<file path="src/core/ref_clock_consts.svh">
// Purpose : offsets, field positions, reset values and timing counts
// Assumes : 32-bit apb data, one register per aligned word
// Notes   : register indices are multiplied by four to give byte addresses
`ifndef REF_CLOCK_CONSTS_SVH
`define REF_CLOCK_CONSTS_SVH

// ----------------------------------------------------------------------
// register indices (byte address = index * 4)
// ----------------------------------------------------------------------
`define IDX_CARRIER_MSB      10'h007
`define IDX_CARRIER_MID      10'h008
`define IDX_CARRIER_LSB      10'h009
`define IDX_EXT_CLOCK        10'h059
`define IDX_SYNTH_CONTROL    10'h060
`define IDX_STATUS           10'h061
`define IDX_LOW_BATTERY      10'h062
`define IDX_IO_MAP           10'h063
`define IDX_IO_MAP_SECOND    10'h064

// ----------------------------------------------------------------------
// field positions
// ----------------------------------------------------------------------
`define EXT_CLOCK_BIT        4
`define CTRL_SEQUENCER_BIT   0
`define CTRL_MANUAL_PLL_BIT  1
`define LOWBAT_ENABLE_BIT    8
`define SYNTH_FRAC_BITS      19
`define REFERENCE_CLOCK_OUTPUT_SEL_FULL      3'h0
`define REFERENCE_CLOCK_OUTPUT_SEL_OFF       3'h7

// ----------------------------------------------------------------------
// reset values
// ----------------------------------------------------------------------
`define CARRIER_RESET        24'h000000
`define EXT_CLOCK_RESET      8'h00
`define CTRL_RESET           2'h1
`define LOWBAT_RESET         9'h000
`define IO_MAP_RESET         12'h000
`define REFERENCE_CLOCK_OUTPUT_SEL_RESET     3'h0

// ----------------------------------------------------------------------
// timing: times in ns, cycles derived from the clock period
// ----------------------------------------------------------------------
`define CLOCK_PERIOD_NS      10
`define COARSE_CAL_NS        40000
`define FINE_CAL_NS          10000
`define COARSE_CAL_CYCLES    (`COARSE_CAL_NS / `CLOCK_PERIOD_NS)
`define FINE_CAL_CYCLES      (`FINE_CAL_NS / `CLOCK_PERIOD_NS)

`endif

</file>
<file path="src/core/ref_clock_pkg.sv">
// Purpose : shared types of the reference clock and synthesizer control
// Assumes : used with ref_clock_consts.svh
// Notes   : states are one-hot
package ref_clock_pkg;

    // ------------------------------------------------------------------
    // power and synthesizer sequence
    // ------------------------------------------------------------------
    typedef enum logic [4:0] {
        st_osc_wait = 5'h01,
        st_coarse   = 5'h02,
        st_idle     = 5'h04,
        st_fine     = 5'h08,
        st_run      = 5'h10
    } synth_state_type;

endpackage

</file>
<file path="src/core/synth_link_if.sv">
// Purpose : carries calibration and clock divider signals inside the block
// Assumes : single clock domain
// Notes   : one modport per party
`timescale 1ns/10ps
interface synth_link_if;
    logic       cal_start;
    logic       cal_fine;
    logic       cal_busy;
    logic       cal_done;
    logic [2:0] div_sel;
    logic       div_run;
    logic       div_wave;

    modport main (output cal_start, output cal_fine, input cal_busy, input cal_done,
                  output div_sel, output div_run, input div_wave);
    modport cal  (input cal_start, input cal_fine, output cal_busy, output cal_done);
    modport div  (input div_sel, input div_run, output div_wave);
endinterface // synth_link_if

</file>
<file path="src/core/clock_out_divider.sv">
// Purpose : divides the reference clock for the clock output pin
// Assumes : div_sel codes 1..6 divide by 2..64
// Notes   : wave is held low while stopped so the pin starts clean
`timescale 1ns/10ps
`include "ref_clock_consts.svh"
module clock_out_divider (
    input  wire logic clock,
    input  wire logic rst,
    synth_link_if.div link
);
    logic [5:0] count_r;
    logic       wave_r;
    logic       wave_nxt;

    // ------------------------------------------------------------------
    // pick the counter bit that toggles at the chosen rate
    // ------------------------------------------------------------------
    always_comb begin
        wave_nxt = 1'b0;
        case (link.div_sel)
            3'h1:    wave_nxt = count_r[0];
            3'h2:    wave_nxt = count_r[1];
            3'h3:    wave_nxt = count_r[2];
            3'h4:    wave_nxt = count_r[3];
            3'h5:    wave_nxt = count_r[4];
            3'h6:    wave_nxt = count_r[5];
            default: wave_nxt = 1'b0;
        endcase
    end

    // free counter, cleared while stopped
    always_ff @(posedge clock) begin
        if (rst || !link.div_run) begin
            count_r <= 6'h00;
            wave_r  <= 1'b0;
        end else begin
            count_r <= count_r + 6'h01;
            wave_r  <= wave_nxt;
        end
    end

    assign link.div_wave = wave_r;
endmodule // clock_out_divider

</file>
<file path="src/core/ref_clock_and_synth_control.sv">
// Purpose : reference clock, vco calibration and carrier word control
// Assumes : apb slave with zero wait states; pins synchronous to clock
// Notes   : full-rate clock output is given as a gate enable, since the
//           reference itself cannot pass through a flip-flop
//
// The APB interface to the registers is this design's own decision.
`timescale 1ns/10ps
`include "ref_clock_consts.svh"

// Function
// - raise low battery interrupt when supply falls below programmed threshold.
// - low battery interrupt may be routed to any io pin by mapping.
// - with sequencer on, start pll automatically once oscillator is stable.
// - clock output only after stable oscillation; host waits otherwise.
// - pin five carries reference or a divided fraction, chosen by select.
// - clock output works in all modes but is forced off in sleep.
// - clock output select resets to an enabled setting.
// - coarse vco calibration after reset, fine one each pll activation.
// - synthesizer step is reference divided by two to the nineteen.
// - carrier is step times 24-bit word in three byte registers.
// - new carrier applies only when the low byte is written.
// - pll lock raised in locking range, mappable onto io pins.
module ref_clock_and_synth_control (
    input  wire logic        clock,
    input  wire logic        rst,
    input  wire logic [11:0] paddr,
    input  wire logic        psel,
    input  wire logic        penable,
    input  wire logic        pwrite,
    input  wire logic [31:0] pwdata,
    input  wire logic [3:0]  pstrb,
    output logic      [31:0] prdata,
    output logic             pready,
    output logic             pslverr,
    input  wire logic        xtal_stable,
    input  wire logic        sleep_mode,
    input  wire logic        pll_request,
    input  wire logic        pll_in_range,
    input  wire logic [7:0]  supply_level,
    input  wire logic [5:0]  io_in,
    output logic      [5:0]  io_out,
    output logic      [5:0]  io_oe_n,
    output logic             ref_clock_output_gate,
    output logic             ext_clock_select,
    output logic             pll_start,
    output logic             vco_coarse_cal,
    output logic             vco_fine_cal,
    output logic      [4:0]  synth_int,
    output logic      [18:0] synth_frac,
    output logic             pll_lock,
    output logic             low_battery_irq
);

    // ------------------------------------------------------------------
    // declarations
    // ------------------------------------------------------------------
    synth_link_if link ();

    ref_clock_pkg::synth_state_type state_r;
    ref_clock_pkg::synth_state_type state_nxt;

    logic [7:0]  carrier_msb_r;
    logic [7:0]  carrier_mid_r;
    logic [23:0] carrier_word_r;
    logic [7:0]  ext_clock_r;
    logic [1:0]  control_r;
    logic [8:0]  low_battery_r;
    logic [11:0] io_map_r;
    logic [2:0]  reference_clock_output_sel_r;
    logic [31:0] prdata_r;
    logic        pslverr_r;
    logic        coarse_done_r;
    logic        low_battery_r_level;
    logic        lock_r;
    logic [5:0]  io_out_r;
    logic [5:0]  io_oe_n_r;
    logic        gate_r;

    logic        setup_phase;
    logic        wr_en;
    logic [9:0]  index;
    logic        addr_ok;
    logic        pll_wanted;
    logic        clock_allowed;
    logic        reference_clock_output_divided;
    logic [31:0] read_value;

    // ------------------------------------------------------------------
    // helper functions
    // ------------------------------------------------------------------
    // known register index check, shared by read and error decode
    function automatic logic index_known(input logic [9:0] idx);
        index_known = (idx == `IDX_CARRIER_MSB) || (idx == `IDX_CARRIER_MID) ||
                      (idx == `IDX_CARRIER_LSB) || (idx == `IDX_EXT_CLOCK) ||
                      (idx == `IDX_SYNTH_CONTROL) || (idx == `IDX_STATUS) ||
                      (idx == `IDX_LOW_BATTERY) || (idx == `IDX_IO_MAP) ||
                      (idx == `IDX_IO_MAP_SECOND);
    endfunction

    // write to one register index, the byte lane given by the caller required
    function automatic logic write_hit(input logic en, input logic [9:0] idx,
                                       input logic [9:0] target, input logic lane);
        write_hit = en && (idx == target) && lane;
    endfunction

    // ------------------------------------------------------------------
    // apb decode
    // ------------------------------------------------------------------
    // read data and error are captured in the setup cycle so the access
    // phase returns flop outputs with no wait states
    assign index       = paddr[11:2];
    assign addr_ok     = (paddr[1:0] == 2'h0) && index_known(index);
    assign setup_phase = psel && !penable;
    assign wr_en       = psel && penable && pwrite && addr_ok;

    always_ff @(posedge clock) begin
        if (rst) begin
            prdata_r  <= 32'h00000000;
            pslverr_r <= 1'b0;
        end else if (setup_phase) begin
            prdata_r  <= (pwrite || !addr_ok) ? 32'h00000000 : read_value;
            pslverr_r <= !addr_ok;
        end
    end

    assign prdata  = prdata_r;
    assign pready  = 1'b1;
    assign pslverr = pslverr_r && psel && penable;

    // ------------------------------------------------------------------
    // read multiplexer
    // ------------------------------------------------------------------
    always_comb begin
        read_value = 32'h00000000;
        case (index)
            `IDX_CARRIER_MSB:   read_value = {24'h000000, carrier_msb_r};
            `IDX_CARRIER_MID:   read_value = {24'h000000, carrier_mid_r};
            `IDX_CARRIER_LSB:   read_value = {24'h000000, carrier_word_r[7:0]};
            `IDX_EXT_CLOCK:     read_value = {24'h000000, ext_clock_r};
            `IDX_SYNTH_CONTROL: read_value = {30'h00000000, control_r};
            `IDX_STATUS:        read_value = {18'h00000, io_in, 2'h0, low_battery_r_level,
                                              lock_r, link.cal_busy, coarse_done_r,
                                              pll_start, xtal_stable};
            `IDX_LOW_BATTERY:   read_value = {23'h000000, low_battery_r};
            `IDX_IO_MAP:        read_value = {18'h00000, io_map_r[11:6], 2'h0, io_map_r[5:0]};
            `IDX_IO_MAP_SECOND: read_value = {29'h00000000, reference_clock_output_sel_r};
            default:            read_value = 32'h00000000;
        endcase
    end

    // ------------------------------------------------------------------
    // carrier frequency word
    // ------------------------------------------------------------------
    // upper bytes land in shadow flops; the synthesizer only ever sees
    // carrier_word_r, so a half-written word can never glitch the lo
    always_ff @(posedge clock) begin
        if (rst) begin
            carrier_msb_r  <= 8'(`CARRIER_RESET >> 16);
            carrier_mid_r  <= 8'(`CARRIER_RESET >> 8);
            carrier_word_r <= `CARRIER_RESET;
        end else begin
            if (write_hit(wr_en, index, `IDX_CARRIER_MSB, pstrb[0])) begin
                carrier_msb_r <= pwdata[7:0];
            end
            if (write_hit(wr_en, index, `IDX_CARRIER_MID, pstrb[0])) begin
                carrier_mid_r <= pwdata[7:0];
            end
            if (write_hit(wr_en, index, `IDX_CARRIER_LSB, pstrb[0])) begin
                carrier_word_r <= {carrier_msb_r, carrier_mid_r, pwdata[7:0]};
            end
        end
    end

    // integer part above the fractional modulator, fraction below it
    assign synth_int  = carrier_word_r[23:`SYNTH_FRAC_BITS];
    assign synth_frac = carrier_word_r[`SYNTH_FRAC_BITS-1:0];

    // ------------------------------------------------------------------
    // configuration registers
    // ------------------------------------------------------------------
    always_ff @(posedge clock) begin
        if (rst) begin
            ext_clock_r   <= `EXT_CLOCK_RESET;
            control_r     <= `CTRL_RESET;
            low_battery_r <= `LOWBAT_RESET;
            io_map_r      <= `IO_MAP_RESET;
            reference_clock_output_sel_r  <= `REFERENCE_CLOCK_OUTPUT_SEL_RESET;
        end else begin
            if (write_hit(wr_en, index, `IDX_EXT_CLOCK, pstrb[0])) begin
                ext_clock_r <= pwdata[7:0];
            end
            if (write_hit(wr_en, index, `IDX_SYNTH_CONTROL, pstrb[0])) begin
                control_r <= pwdata[1:0];
            end
            if (write_hit(wr_en, index, `IDX_LOW_BATTERY, pstrb[0])) begin
                low_battery_r[7:0] <= pwdata[7:0];
            end
            if (write_hit(wr_en, index, `IDX_LOW_BATTERY, pstrb[1])) begin
                low_battery_r[8] <= pwdata[`LOWBAT_ENABLE_BIT];
            end
            if (write_hit(wr_en, index, `IDX_IO_MAP, pstrb[0])) begin
                io_map_r[5:0] <= pwdata[5:0];
            end
            if (write_hit(wr_en, index, `IDX_IO_MAP, pstrb[1])) begin
                io_map_r[11:6] <= pwdata[13:8];
            end
            if (write_hit(wr_en, index, `IDX_IO_MAP_SECOND, pstrb[0])) begin
                reference_clock_output_sel_r <= pwdata[2:0];
            end
        end
    end

    // the external reference itself is the host's to supply
    assign ext_clock_select = ext_clock_r[`EXT_CLOCK_BIT];

    // ------------------------------------------------------------------
    // synthesizer sequence
    // ------------------------------------------------------------------
    // with the sequencer off the host must already have waited for the
    // oscillator; the manual bit starts the pll from st_idle, with xtal_stable high and sleep_mode low
    assign pll_wanted = control_r[`CTRL_SEQUENCER_BIT] ?
                        (pll_request && !sleep_mode) :
                        (control_r[`CTRL_MANUAL_PLL_BIT] && !sleep_mode);

    always_comb begin
        state_nxt = state_r;
        case (state_r)
            ref_clock_pkg::st_osc_wait: begin
                if (xtal_stable) begin
                    state_nxt = coarse_done_r ? ref_clock_pkg::st_idle : ref_clock_pkg::st_coarse;
                end
            end
            ref_clock_pkg::st_coarse: begin
                if (link.cal_done) begin
                    state_nxt = ref_clock_pkg::st_idle;
                end
            end
            ref_clock_pkg::st_idle: begin
                if (!xtal_stable) begin
                    state_nxt = ref_clock_pkg::st_osc_wait;
                end else if (pll_wanted) begin
                    state_nxt = ref_clock_pkg::st_fine;
                end
            end
            ref_clock_pkg::st_fine: begin
                if (link.cal_done) begin
                    state_nxt = ref_clock_pkg::st_run;
                end
            end
            ref_clock_pkg::st_run: begin
                if (!xtal_stable) begin
                    state_nxt = ref_clock_pkg::st_osc_wait;
                end else if (!pll_wanted) begin
                    state_nxt = ref_clock_pkg::st_idle;
                end
            end
            default: state_nxt = ref_clock_pkg::st_osc_wait;
        endcase
    end

    always_ff @(posedge clock) begin
        if (rst) begin
            state_r <= ref_clock_pkg::st_osc_wait;
        end else begin
            state_r <= state_nxt;
        end
    end

    // coarse calibration runs once per reset; remembered across xtal loss
    always_ff @(posedge clock) begin
        if (rst) begin
            coarse_done_r <= 1'b0;
        end else if (state_r == ref_clock_pkg::st_coarse && link.cal_done) begin
            coarse_done_r <= 1'b1;
        end
    end

    // calibration start pulses on entry to either calibration state
    assign link.cal_start = (state_r != state_nxt) &&
                            (state_nxt == ref_clock_pkg::st_coarse ||
                             state_nxt == ref_clock_pkg::st_fine);
    assign link.cal_fine  = (state_nxt == ref_clock_pkg::st_fine);

    assign pll_start      = (state_r == ref_clock_pkg::st_fine) || (state_r == ref_clock_pkg::st_run);
    assign vco_coarse_cal = (state_r == ref_clock_pkg::st_coarse);
    assign vco_fine_cal   = (state_r == ref_clock_pkg::st_fine);

    vco_cal_timer u_cal (
        .clock (clock),
        .rst   (rst),
        .link  (link.cal)
    );

    // ------------------------------------------------------------------
    // lock and low battery indications
    // ------------------------------------------------------------------
    // lock follows the next state, so it never outlives pll_start
    always_ff @(posedge clock) begin
        if (rst) begin
            lock_r              <= 1'b0;
            low_battery_r_level <= 1'b0;
        end else begin
            lock_r              <= (state_nxt == ref_clock_pkg::st_run) && pll_in_range;
            low_battery_r_level <= low_battery_r[8] && (supply_level < low_battery_r[7:0]);
        end
    end

    assign pll_lock        = lock_r;
    assign low_battery_irq = low_battery_r_level;

    // ------------------------------------------------------------------
    // clock output
    // ------------------------------------------------------------------
    // nothing leaves the pin until the oscillator is stable, and sleep
    // forces it off whatever the select holds
    assign clock_allowed  = xtal_stable && !sleep_mode &&
                            (reference_clock_output_sel_r != `REFERENCE_CLOCK_OUTPUT_SEL_OFF);
    assign reference_clock_output_divided = clock_allowed && (reference_clock_output_sel_r != `REFERENCE_CLOCK_OUTPUT_SEL_FULL);
    assign link.div_sel   = reference_clock_output_sel_r;
    assign link.div_run   = reference_clock_output_divided;

    clock_out_divider u_div (
        .clock (clock),
        .rst   (rst),
        .link  (link.div)
    );

    // ------------------------------------------------------------------
    // io pin routing
    // ------------------------------------------------------------------
    // pin five belongs to the clock output while it runs; elsewhere each
    // pin shows the or of the events mapped onto it
    always_ff @(posedge clock) begin
        if (rst) begin
            io_out_r  <= 6'h00;
            io_oe_n_r <= 6'h3f;
            gate_r    <= 1'b0;
        end else begin
            gate_r <= clock_allowed && (reference_clock_output_sel_r == `REFERENCE_CLOCK_OUTPUT_SEL_FULL);
            for (int pin = 0; pin < 6; pin++) begin
                io_out_r[pin]  <= (io_map_r[pin] && low_battery_r_level) ||
                                  (io_map_r[pin + 6] && lock_r);
                io_oe_n_r[pin] <= !(io_map_r[pin] || io_map_r[pin + 6]);
            end
            if (clock_allowed) begin
                io_out_r[5]  <= 1'b0;
                io_oe_n_r[5] <= 1'b0;
            end
        end
    end

    // divided wave goes straight from its flop to the pin
    assign io_out                = {reference_clock_output_divided ? link.div_wave : io_out_r[5], io_out_r[4:0]};
    assign io_oe_n               = io_oe_n_r;
    assign ref_clock_output_gate = gate_r;

endmodule // ref_clock_and_synth_control

</file>
<file path="src/core/vco_cal_timer.sv">
// Purpose : times the coarse and fine vco calibration runs
// Assumes : cal_start is a one-cycle pulse while idle
// Notes   : cal_done pulses for one cycle at the end of a run
`timescale 1ns/10ps
`include "ref_clock_consts.svh"
module vco_cal_timer (
    input  wire logic clock,
    input  wire logic rst,
    synth_link_if.cal link
);
    localparam logic [11:0] COARSE_LAST = 12'(`COARSE_CAL_CYCLES - 1);
    localparam logic [11:0] FINE_LAST   = 12'(`FINE_CAL_CYCLES - 1);

    logic [11:0] count_r;
    logic        busy_r;
    logic        done_r;

    // ------------------------------------------------------------------
    // run counter: loads the length minus one on start, ends with a done pulse
    // ------------------------------------------------------------------
    always_ff @(posedge clock) begin
        if (rst) begin
            count_r <= 12'h000;
            busy_r  <= 1'b0;
            done_r  <= 1'b0;
        end else begin
            done_r <= 1'b0;
            if (!busy_r && link.cal_start) begin
                count_r <= link.cal_fine ? FINE_LAST : COARSE_LAST;
                busy_r  <= 1'b1;
            end else if (busy_r) begin
                if (count_r == 12'h000) begin
                    busy_r <= 1'b0;
                    done_r <= 1'b1;
                end else begin
                    count_r <= count_r - 12'h001;
                end
            end
        end
    end

    assign link.cal_busy = busy_r;
    assign link.cal_done = done_r;
endmodule // vco_cal_timer

</file>
<file path="config.mk">
export PLATFORM = sky130hd
export DESIGN_NAME = ref_clock_and_synth_control
export DESIGN_NICKNAME = d
export VERILOG_FILES = /design/src/core/ref_clock_pkg.sv /design/src/core/synth_link_if.sv /design/src/core/clock_out_divider.sv /design/src/core/ref_clock_and_synth_control.sv /design/src/core/vco_cal_timer.sv
export VERILOG_INCLUDE_DIRS = /design/src /design/src/core
export SDC_FILE = /design/constraint.sdc
export NUM_CORES = 1
export LEC_CHECK = 0
export BUFFER_PORTS_ARGS = -buffer_cell sky130_fd_sc_hd__buf_4
export CORE_MARGIN = 3
export CORE_UTILIZATION = 35
export DETAILED_ROUTE_END_ITERATION = 8
export GPL_TIMING_DRIVEN = 0
export PLACE_DENSITY = 0.67
export SYNTH_ARGS = -nofsm -noshare
export SYNTH_HDL_FRONTEND = slang
export SYNTH_HIERARCHICAL = 1
export SYNTH_SLANG_ARGS = --single-unit
</file>
<file path="constraint.sdc">
create_clock -name clock -period 3.6 [get_ports clock]
set_input_delay 0 -clock clock [delete_from_list [all_inputs] [get_ports clock]]
set_output_delay 0 -clock clock [all_outputs]
set_load 0.05 [all_outputs]
</file>
==> results of run 1 <==
[worst min path at each step]
| stage | from | endpoint | slack (ps) |
|---|---|---|---|
| finish | paddr[0] | prdata[13] | 20 |
| detailed placement | pll_in_range | pll_lock | 230 |
| global placement | pll_in_range | pll_lock | 230 |
| floorplan | rst | u_cal/count_r[5] | 80 |
| global route | paddr[0] | prdata[13] | 30 |
| CTS | paddr[0] | prdata[13] | 1 |
[cell type report]
type | count | area [um^2]
multi-input cells | 526 | 3270
plain buffers | 63 | 370
inverters | 17 | 63.8
fillers | 1659 | 9140
clock inverters | 8 | 124
well taps | 225 | 282
repair buffers | 132 | 1060
clock buffers | 24 | 492
flip-flops and latches | 131 | 2620
[layout by cell type (no fill, tap or decap), drive strengths merged, types with 15 or more instances in the layout]
master	instances
nand2	114
nor2	69
conb	19
mux2i	50
clkbuf	48
a21oi	56
o21ai	15
dfxtp	131
buf	145
inv	17
dlygate4sd3	26
nor3	20
[logic make-up (layout without fill, tap and decap cells)]
| logic type | Yosys count | after routing |
|---|---|---|
| simple gates | 288 | 288 |
| fa+ha+maj | 10 | 10 |
| mux | 58 | 58 |
| buf+inv | 80 | 244 |
| xor+xnor | 8 | 8 |
| compound gates | 143 | 143 |
| flops | 131 | 131 |
| other cells | 2 | 19 |
[cell usage after synthesis (all sizes together) (2+ instances only)]
cell and number:
dfxtp 131, nand2 114, nor2 69, a21oi 56, mux2i 50, buf 39
clkbuf 24, nor3 20, inv 17, o21ai 15, or3 13, nand2b 11
nand3 11, a22oi 10, ha 10, a21o 8, a31oi 8, nor2b 8
a211oi 7, mux2 7, o31ai 7, nor4 6, o21bai 5, or4 5
or4b 5, and2 4, and3 4, nand3b 4, o2bb2ai 4, or2 4
xnor2 4, xor2 4, a221oi 3, nand4 3, nor4b 3, o22ai 3
a2111oi 2, a211o 2, a311oi 2, conb 2, o21a 2, o311ai 2
[metrics by stage]
stage	util [%]	power [mW]	hold WS [ps]
2_1_floorplan	-	1.81	76.8
3_3_place_gp	42.5	1.93	231
3_5_place_dp	42.5	1.93	227
4_1_cts	47.5	3.75	1.28
5_1_grt	47.5	3.85	33.6
6_report	47.5	3.72	17.8
[registers in the layout (all words and copies together), names as in the netlist, 8 cells and up]
register,flops
carrier_mid_r,8
carrier_msb_r,8
carrier_word_r,24
ext_clock_r,8
io_map_r,12
low_battery_r,9
prdata,14
u_cal/count_r,12
[metal layers]
layer / up-vias / track usage (%) / wire length, um
met2: 202 / 28.0 / 8090
met5: - / 0 / 0
met4: 0 / 6.88 / 436
met1: 2649 / 24.9 / 8300
li1: 2835 / - / -
met3: 36 / 4.98 / 1380
[power groups by stage]
stage          clock network [mW]  logic, mW  registers (mW)
4_1_cts                      1.82      0.426            1.50
6_report                     1.79      0.428            1.50
2_1_floorplan                   0      0.280            1.53
5_1_grt                      1.88      0.464            1.51
3_3_place_gp                    0      0.399            1.53
3_5_place_dp                    0      0.402            1.53
[worst max-delay path: stages, from the launching register on]
cell,delay [ps]
dfxtp_1,300
buf_6,130
or4_4,520
buf_6,150
or4b_4,520
a21oi_2,240
a221oi_1,100
==> impl_results.html, run 1 <==
<table>
<tr><th>Metric</th><th>Value</th></tr>
<tr><th colspan="2">Status</th></tr>
<tr><td>Run status</td><td>complete, no violations</td></tr>
<tr><th colspan="2">Power and ir drop</th></tr>
<tr><td>P_sw</td><td>907 uW</td></tr>
<tr><td>Cell internal power dissipation</td><td>2.82 mW</td></tr>
<tr><td>Portion of total power attributed to the clock network</td><td>48.1%</td></tr>
<tr><td>Switch share</td><td>24.4%</td></tr>
<tr><td>Power density cells</td><td>450 nW/um^2</td></tr>
<tr><td>Peak ir drop on the vdd network</td><td>314 uV</td></tr>
<tr><td>Static power due to leakage</td><td>3.22 nW</td></tr>
<tr><td>Combinational cell fraction of total power</td><td>11.5%</td></tr>
<tr><td>Fraction of power consumed by sequential logic</td><td>40.4%</td></tr>
<tr><th colspan="2">Clock tree</th></tr>
<tr><td>Clock latency on the worst-skew pair</td><td>420 ps</td></tr>
<tr><td>Post-CTS Hold Buffers</td><td>26</td></tr>
<tr><td>Clock tree from TritonCTS</td><td>built</td></tr>
<tr><td>CTS max path bufs</td><td>2</td></tr>
<tr><td>Number of buffers created by CTS</td><td>17</td></tr>
<tr><td>Clock transition at the registers of the reported paths</td><td>60 ps</td></tr>
<tr><td>Count of buffers added by post-CTS timing repair for setup</td><td>0</td></tr>
<tr><td>Root buf cell</td><td>clkbuf_16</td></tr>
<tr><td>Number of levels the H-tree was split into</td><td>4</td></tr>
<tr><td>Post-cts sizing count</td><td>0</td></tr>
<tr><td>Sink Count</td><td>131</td></tr>
<tr><th colspan="2">Floorplanning</th></tr>
<tr><td>Total number of placement rows</td><td>48</td></tr>
<tr><td>Initial Utilization</td><td>35.9%</td></tr>
<tr><td>Die area</td><td>19500 um^2</td></tr>
<tr><td>Number of placed I/O pins</td><td>148</td></tr>
<tr><td>Chip Width</td><td>140 um</td></tr>
<tr><td>Core Box Area</td><td>17400 um^2</td></tr>
<tr><td>Height of the die</td><td>140 um</td></tr>
<tr><th colspan="2">Worst setup path</th></tr>
<tr><td>Worst Setup Start Kind</td><td>register</td></tr>
<tr><td>Worst reg2reg startpoint</td><td>u_cal/count_r[4]</td></tr>
<tr><td>Required time at the endpoint of the critical path</td><td>3880 ps</td></tr>
<tr><td>Crit path to</td><td>u_cal/count_r[1]</td></tr>
<tr><td>Worst setup path startpoint</td><td>u_cal/count_r[4]</td></tr>
<tr><td>FF-to-FF path depth</td><td>6</td></tr>
<tr><td>Largest fanout of any net on the critical path</td><td>10</td></tr>
<tr><td>Internal reg-to-reg setup slack</td><td>1480 ps</td></tr>
<tr><td>Class of the most critical setup path</td><td>register to register</td></tr>
<tr><td>Arrival @ worst endpoint</td><td>2400 ps</td></tr>
<tr><td>Endpoint type of the worst setup path</td><td>register</td></tr>
<tr><td>Reg-to-Reg End</td><td>u_cal/count_r[1]</td></tr>
<tr><th colspan="2">Synth</th></tr>
<tr><td>Synth Cell Area</td><td>6260 um^2</td></tr>
<tr><td>Sequential share of the synthesized area</td><td>41.9%</td></tr>
<tr><td>Async set-reset flop share out of synthesis</td><td>0%</td></tr>
<tr><td>Cell types occupying the most area after synthesis</td><td>dfxtp_1 (42%), mux2i_1 (8.0%), nand2_1 (6.8%)</td></tr>
<tr><td>Post-synthesis cell type with the largest combined area</td><td>dfxtp_1</td></tr>
<tr><td>Number of enable-type register cells in the synthesized netlist</td><td>0</td></tr>
<tr><td>Number of cells produced by synthesis</td><td>720</td></tr>
<tr><td>Post-synthesis compound-gate area fraction</td><td>14.8%</td></tr>
<tr><td>Share of synthesized area spent on multiplexers</td><td>9.61%</td></tr>
<tr><td>Flip-flop cell with the highest count after synthesis</td><td>dfxtp_1</td></tr>
<tr><td>Post-Synth XOR/XNOR Area</td><td>1.12%</td></tr>
<tr><td>Post-Syn Area per Cell</td><td>8.70 um^2</td></tr>
<tr><td>Share of synthesized cell area in and, or, nand and nor gates</td><td>23.5%</td></tr>
<tr><td>Dominant combinational cell family by area after synthesis</td><td>simple AND/OR/NAND/NOR gates</td></tr>
<tr><td>Share of the synthesized area in the top cell type</td><td>41.9%</td></tr>
<tr><td>Adder and majority cell fraction of the synthesized area</td><td>2.00%</td></tr>
<tr><td>Number of synthesized register bits</td><td>131</td></tr>
<tr><td>Yosys cell types</td><td>73</td></tr>
<tr><td>Warnings, synthesis</td><td>6</td></tr>
<tr><th colspan="2">Global route</th></tr>
<tr><td>Total global-route track usage</td><td>18.4%</td></tr>
<tr><td>Overflow left after global routing</td><td>0</td></tr>
<tr><td>Number of global-route vias before repair</td><td>5438</td></tr>
<tr><td>Global-route wire length before repair</td><td>28800 um</td></tr>
<tr><td>Initial antenna violation count</td><td>0</td></tr>
<tr><td>Pin count of the biggest net entering global routing</td><td>17</td></tr>
<tr><th colspan="2">Detailed routing</th></tr>
<tr><td>Total DRC errors in the routed layout</td><td>0</td></tr>
<tr><td>Vias per std cell</td><td>5.08</td></tr>
<tr><td>Wire length per cell</td><td>16.2 um</td></tr>
<tr><td>Total iterations of the first detailed-routing run</td><td>5</td></tr>
<tr><td>Number of nets still failing antenna checks after routing</td><td>0</td></tr>
<tr><td>First-iteration detailed-routing DRC count</td><td>438</td></tr>
<tr><td>DRT Wirelength</td><td>18200 um</td></tr>
<tr><td>Total number of vias</td><td>5722</td></tr>
<tr><th colspan="2">Timing</th></tr>
<tr><td>Period minus WS final</td><td>2120 ps</td></tr>
<tr><td>Post-route clock period utilization</td><td>59.0%</td></tr>
<tr><td>Fin worst setup slack</td><td>1480 ps</td></tr>
<tr><td>Unrepaired setup endpoints after global routing</td><td>no</td></tr>
<tr><td>Clock Skews</td><td>6.83 ps</td></tr>
<tr><td>Actual slew at the worst max-slew pin</td><td>922 ps</td></tr>
<tr><td>Highest achievable clock rate</td><td>0.471 GHz</td></tr>
<tr><td>Setup-violating endpoint count in the final report</td><td>0</td></tr>
<tr><td>Slew headroom</td><td>38.1%</td></tr>
<tr><td>Number of pins with negative max-slew slack in the final report</td><td>0</td></tr>
<tr><td>Setup Total Neg Slack</td><td>0 ps</td></tr>
<tr><td>Final hold vios</td><td>0</td></tr>
<tr><th colspan="2">Layout</th></tr>
<tr><td>Total non-filler cell area in the finished layout</td><td>8280 um^2</td></tr>
<tr><td>Fin nets</td><td>969</td></tr>
<tr><td>Antenna diode count</td><td>0</td></tr>
<tr><td>Number of cells in the finished layout apart from fillers</td><td>1126</td></tr>
<tr><td>Share of cells above drive strength 1</td><td>22.1%</td></tr>
<tr><td>Area growth from synthesis to final layout</td><td>32.2%</td></tr>
<tr><th colspan="2">Placed design</th></tr>
<tr><td>Pre-CTS setup slack</td><td>1430 ps</td></tr>
<tr><td>Number of I/O port buffers</td><td>106</td></tr>
<tr><td>Placed wire-length estimate</td><td>13400 um</td></tr>
<tr><td>Cell count after placement</td><td>1068</td></tr>
<tr><td>RePlAce Congestion</td><td>0.937</td></tr>
<tr><td>Dpl cell area</td><td>7400 um^2</td></tr>
<tr><th colspan="2">Flow run</th></tr>
<tr><td>Max-cap check violation count</td><td>0</td></tr>
<tr><th colspan="2">Min path</th></tr>
<tr><td>Count of cells along the worst hold path</td><td>4</td></tr>
<tr><td>Worst hold-check path type</td><td>primary input to register</td></tr>
</table>
Power figures use the tool's default switching activity.
==> inputs of run 2 (changes only) <==
Settings changed: ABC_AREA set to 1, PLACE_DENSITY 0.67 to 0.68.
Clock period 3.6 ns to 1.9 ns, I/O delays scaled along.
==> run 2 against run 1 <==
Net effect: the flow now finishes with violations (negative setup slack); combinational power rose to 3.5 times the previous value; clock skew about the same; sequential cell count stayed put; utilization grew 0.33 points; critical endpoint is now u_cal/count_r[3].
==> impl_results.html, run 2 <==
<table>
<tr><th>Metric</th><th>Value</th></tr>
<tr><th colspan="2">Placed design</th></tr>
<tr><td>Number of I/O port buffers</td><td>108</td></tr>
<tr><td>Pre-CTS setup slack</td><td>-214 ps</td></tr>
<tr><td>Dpl cell area</td><td>8070 um^2</td></tr>
<tr><td>Placed wire-length estimate</td><td>16400 um</td></tr>
<tr><td>RePlAce Congestion</td><td>1.01</td></tr>
<tr><td>Cell count after placement</td><td>1419</td></tr>
<tr><th colspan="2">Synth</th></tr>
<tr><td>Async set-reset flop share out of synthesis</td><td>0%</td></tr>
<tr><td>Synth Cell Area</td><td>6840 um^2</td></tr>
<tr><td>Share of the synthesized area in the top cell type</td><td>38.3%</td></tr>
<tr><td>Number of synthesized register bits</td><td>131</td></tr>
<tr><td>Flip-flop cell with the highest count after synthesis</td><td>dfxtp_1</td></tr>
<tr><td>Number of enable-type register cells in the synthesized netlist</td><td>0</td></tr>
<tr><td>Number of cells produced by synthesis</td><td>1034</td></tr>
<tr><td>Post-Syn Area per Cell</td><td>6.61 um^2</td></tr>
<tr><td>Most common cell in the synthesized netlist</td><td>nand2_1</td></tr>
<tr><td>Yosys cell types</td><td>45</td></tr>
<tr><td>Cell types occupying the most area after synthesis</td><td>dfxtp_1 (38%), nand2_1 (13%), nor2_1 (12%)</td></tr>
<tr><td>Ranking of synthesized cells by instance count</td><td>nand2_1 (228), nor2_1 (218), dfxtp_1 (131)</td></tr>
<tr><td>Warnings, synthesis</td><td>6</td></tr>
<tr><td>Sequential share of the synthesized area</td><td>38.3%</td></tr>
<tr><td>Post-synthesis cell type with the largest combined area</td><td>dfxtp_1</td></tr>
<tr><th colspan="2">Timing</th></tr>
<tr><td>Final hold vios</td><td>0</td></tr>
<tr><td>Clock Skews</td><td>6.72 ps</td></tr>
<tr><td>Worst Hold Slack</td><td>20.3 ps</td></tr>
<tr><td>Actual slew at the worst max-slew pin</td><td>753 ps</td></tr>
<tr><td>Fin worst setup slack</td><td>-153 ps</td></tr>
<tr><td>Setup Total Neg Slack</td><td>-1470 ps</td></tr>
<tr><td>Period minus WS final</td><td>2050 ps</td></tr>
<tr><td>Slew headroom</td><td>49.8%</td></tr>
<tr><td>Unrepaired setup endpoints after global routing</td><td>yes</td></tr>
<tr><td>Highest achievable clock rate</td><td>0.487 GHz</td></tr>
<tr><td>Post-route clock period utilization</td><td>108%</td></tr>
<tr><td>Setup-violating endpoint count in the final report</td><td>13</td></tr>
<tr><td>Number of pins with negative max-slew slack in the final report</td><td>0</td></tr>
<tr><th colspan="2">Detailed routing</th></tr>
<tr><td>Met2 layer wire length in the routed design</td><td>10100 um</td></tr>
<tr><td>First-iteration detailed-routing DRC count</td><td>654</td></tr>
<tr><td>Total number of vias</td><td>7127</td></tr>
<tr><td>Vias per std cell</td><td>4.80</td></tr>
<tr><td>Met3 wirelength from detailed routing</td><td>1620 um</td></tr>
<tr><td>Number of nets still failing antenna checks after routing</td><td>0</td></tr>
<tr><td>DRT Wirelength</td><td>22100 um</td></tr>
<tr><td>Total iterations of the first detailed-routing run</td><td>5</td></tr>
<tr><td>Uppermost routed layer</td><td>met4</td></tr>
<tr><td>Wire length per cell</td><td>14.9 um</td></tr>
<tr><td>Total DRC errors in the routed layout</td><td>0</td></tr>
<tr><td>Post-Route M1 WL</td><td>9680 um</td></tr>
<tr><th colspan="2">Power and ir drop</th></tr>
<tr><td>Power, Total</td><td>7.58 mW</td></tr>
<tr><td>Power density cells</td><td>836 nW/um^2</td></tr>
<tr><td>Static power due to leakage</td><td>4.02 nW</td></tr>
<tr><td>Peak ir drop on the vdd network</td><td>568 uV</td></tr>
<tr><th colspan="2">Global route</th></tr>
<tr><td>Overflow left after global routing</td><td>0</td></tr>
<tr><td>Total global-route track usage</td><td>20.2%</td></tr>
<tr><td>Number of global-route vias before repair</td><td>6428</td></tr>
<tr><td>Global-route wire length before repair</td><td>34400 um</td></tr>
<tr><td>Pin count of the biggest net entering global routing</td><td>17</td></tr>
<tr><td>Initial antenna violation count</td><td>0</td></tr>
<tr><th colspan="2">Worst setup path</th></tr>
<tr><td>Required time at the endpoint of the critical path</td><td>2230 ps</td></tr>
<tr><td>Crit-path leading delay family</td><td>simple AND/OR/NAND/NOR gates</td></tr>
<tr><td>Number of stages on the worst setup path</td><td>14</td></tr>
<tr><td>Largest fanout of any net on the critical path</td><td>10</td></tr>
<tr><td>Class of the most critical setup path</td><td>register to register</td></tr>
<tr><td>Most frequent CP cell</td><td>nor2_2</td></tr>
<tr><td>Endpoint type of the worst setup path</td><td>register</td></tr>
<tr><td>Crit path buffers/inverters</td><td>3</td></tr>
<tr><td>CP max stage cell</td><td>dfxtp_4</td></tr>
<tr><td>FF-to-FF path depth</td><td>14</td></tr>
<tr><td>Delay of the slowest cell on the worst path</td><td>370 ps</td></tr>
<tr><td>Series of cell instances along the critical path</td><td>nor2_4, nand4_1, nor3_1, inv_1, nand2_1, nand3_2, nor2_2, nor2_2, nand2_2, buf_8, nand2_8, buf_4, o21ai_2, nor2_1</td></tr>
<tr><td>Arrival @ worst endpoint</td><td>2380 ps</td></tr>
<tr><td>Worst Setup Start Kind</td><td>register</td></tr>
<tr><th colspan="2">Floorplanning</th></tr>
<tr><td>Initial Utilization</td><td>36.1%</td></tr>
<tr><td>Total number of placement rows</td><td>50</td></tr>
<tr><td>Chip Width</td><td>146 um</td></tr>
<tr><td>Number of placed I/O pins</td><td>148</td></tr>
<tr><td>Height of the die</td><td>146 um</td></tr>
<tr><td>Die area</td><td>21300 um^2</td></tr>
<tr><td>Core Box Area</td><td>19000 um^2</td></tr>
<tr><th colspan="2">Clock tree</th></tr>
<tr><td>Root buf cell</td><td>clkbuf_16</td></tr>
<tr><td>Sink Count</td><td>131</td></tr>
<tr><td>CTS max path bufs</td><td>2</td></tr>
<tr><td>Number of levels the H-tree was split into</td><td>4</td></tr>
<tr><td>Clock latency on the worst-skew pair</td><td>430 ps</td></tr>
<tr><td>Clock tree from TritonCTS</td><td>built</td></tr>
<tr><td>Clock transition at the registers of the reported paths</td><td>60 ps</td></tr>
<tr><td>Number of buffers created by CTS</td><td>17</td></tr>
<tr><th colspan="2">Layout</th></tr>
<tr><td>Number of cells in the finished layout apart from fillers</td><td>1485</td></tr>
<tr><td>Largest register by flop count</td><td>carrier_word_r</td></tr>
<tr><td>Core Util, Final</td><td>47.9%</td></tr>
<tr><td>Fin nets</td><td>1293</td></tr>
<tr><td>Most frequent standard cell in the layout excluding fill and tap cells</td><td>nand2_1</td></tr>
<tr><td>Share of cells above drive strength 1</td><td>22.0%</td></tr>
<tr><td>Total non-filler cell area in the finished layout</td><td>9070 um^2</td></tr>
<tr><td>Flip-flop count of the largest register, all copies and words added</td><td>24</td></tr>
<tr><td>Area growth from synthesis to final layout</td><td>32.7%</td></tr>
<tr><td>Total of fill cells in the finished design</td><td>1969</td></tr>
<tr><td>Antenna diode count</td><td>0</td></tr>
<tr><td>Leading cell types in the layout, fill and taps excluded</td><td>nand2_1 (217), nor2_1 (209), buf_4 (147)</td></tr>
<tr><th colspan="2">Status</th></tr>
<tr><td>Violated checks</td><td>negative setup slack</td></tr>
<tr><td>Run status</td><td>finished, violations left</td></tr>
<tr><th colspan="2">Flow run</th></tr>
<tr><td>Max-cap check violation count</td><td>0</td></tr>
<tr><th colspan="2">Min path</th></tr>
<tr><td>Worst hold-check path type</td><td>primary input to register</td></tr>
<tr><td>Count of cells along the worst hold path</td><td>4</td></tr>
</table>
## run 2: tightest hold or removal path: stages
cell       delay [ps]
buf_4              80
ha_1              130
a2111oi_0          90
o21a_1            100
## run 2: power by group
| part | total [mW] | switching (mW) | internal (mW) |
|---|---|---|---|
| Clock | 3.15 | 1.29 | 1.87 |
| Sequential | 2.93 | 0.0993 | 2.83 |
| Combinational | 1.50 | 0.911 | 0.590 |
| Total | 7.58 | 2.30 | 5.28 |
## run 2: per-layer routing
metal | vias to the layer above | global-route usage [%]
met5 | - | 0
met4 | 0 | 8.93
met3 | 48 | 4.95
met2 | 254 | 31.6
met1 | 3240 | 26.4
li1 | 3585 | -
## run 2: final cells by class
| type | instances | area, um^2 | area share, % |
|---|---|---|---|
| multi-input cells | 746 | 3600 | 39.6 |
| flip-flops and latches | 131 | 2640 | 29.1 |
| repair buffers | 142 | 1130 | 12.4 |
| clock buffers | 20 | 457 | 5.03 |
| inverters | 118 | 449 | 4.95 |
| plain buffers | 56 | 374 | 4.12 |
| well taps | 260 | 325 | 3.59 |
| clock inverters | 12 | 108 | 1.19 |
## run 2: worst paths after layout
path | start | endpoint | slack, ps
worst max-delay path | state_r[0] | u_cal/count_r[3] | -150
worst min-delay path | supply_level[6] | low_battery_irq | 20
worst max register to register | state_r[0] | u_cal/count_r[3] | -150
worst min register to register | prdata[8] | prdata[8] | 470
## run 2: cell families after synthesis
logic type | Yosys count | share of synthesized area [%]
AOI/OAI and AO/OA | 98 | 7.57
xor gates and xnor gates | 2 | 0.256
adders and majority gates | 10 | 1.83
buffers and inverters | 174 | 11.7
DFF | 131 | 38.3
muxes | 1 | 0.165
other | 2 | 0.110
and+or+nand+nor | 616 | 40.0
## run 2: what timing repair did
item	4_1_cts	5_1_grt
setup buffers	5	4
setup endpoints to repair	13	72
endpoints found under the hold margin	28	0
pin swaps	11	19
resized for setup	16	31
cloned	2	0
hold buffers	23	0
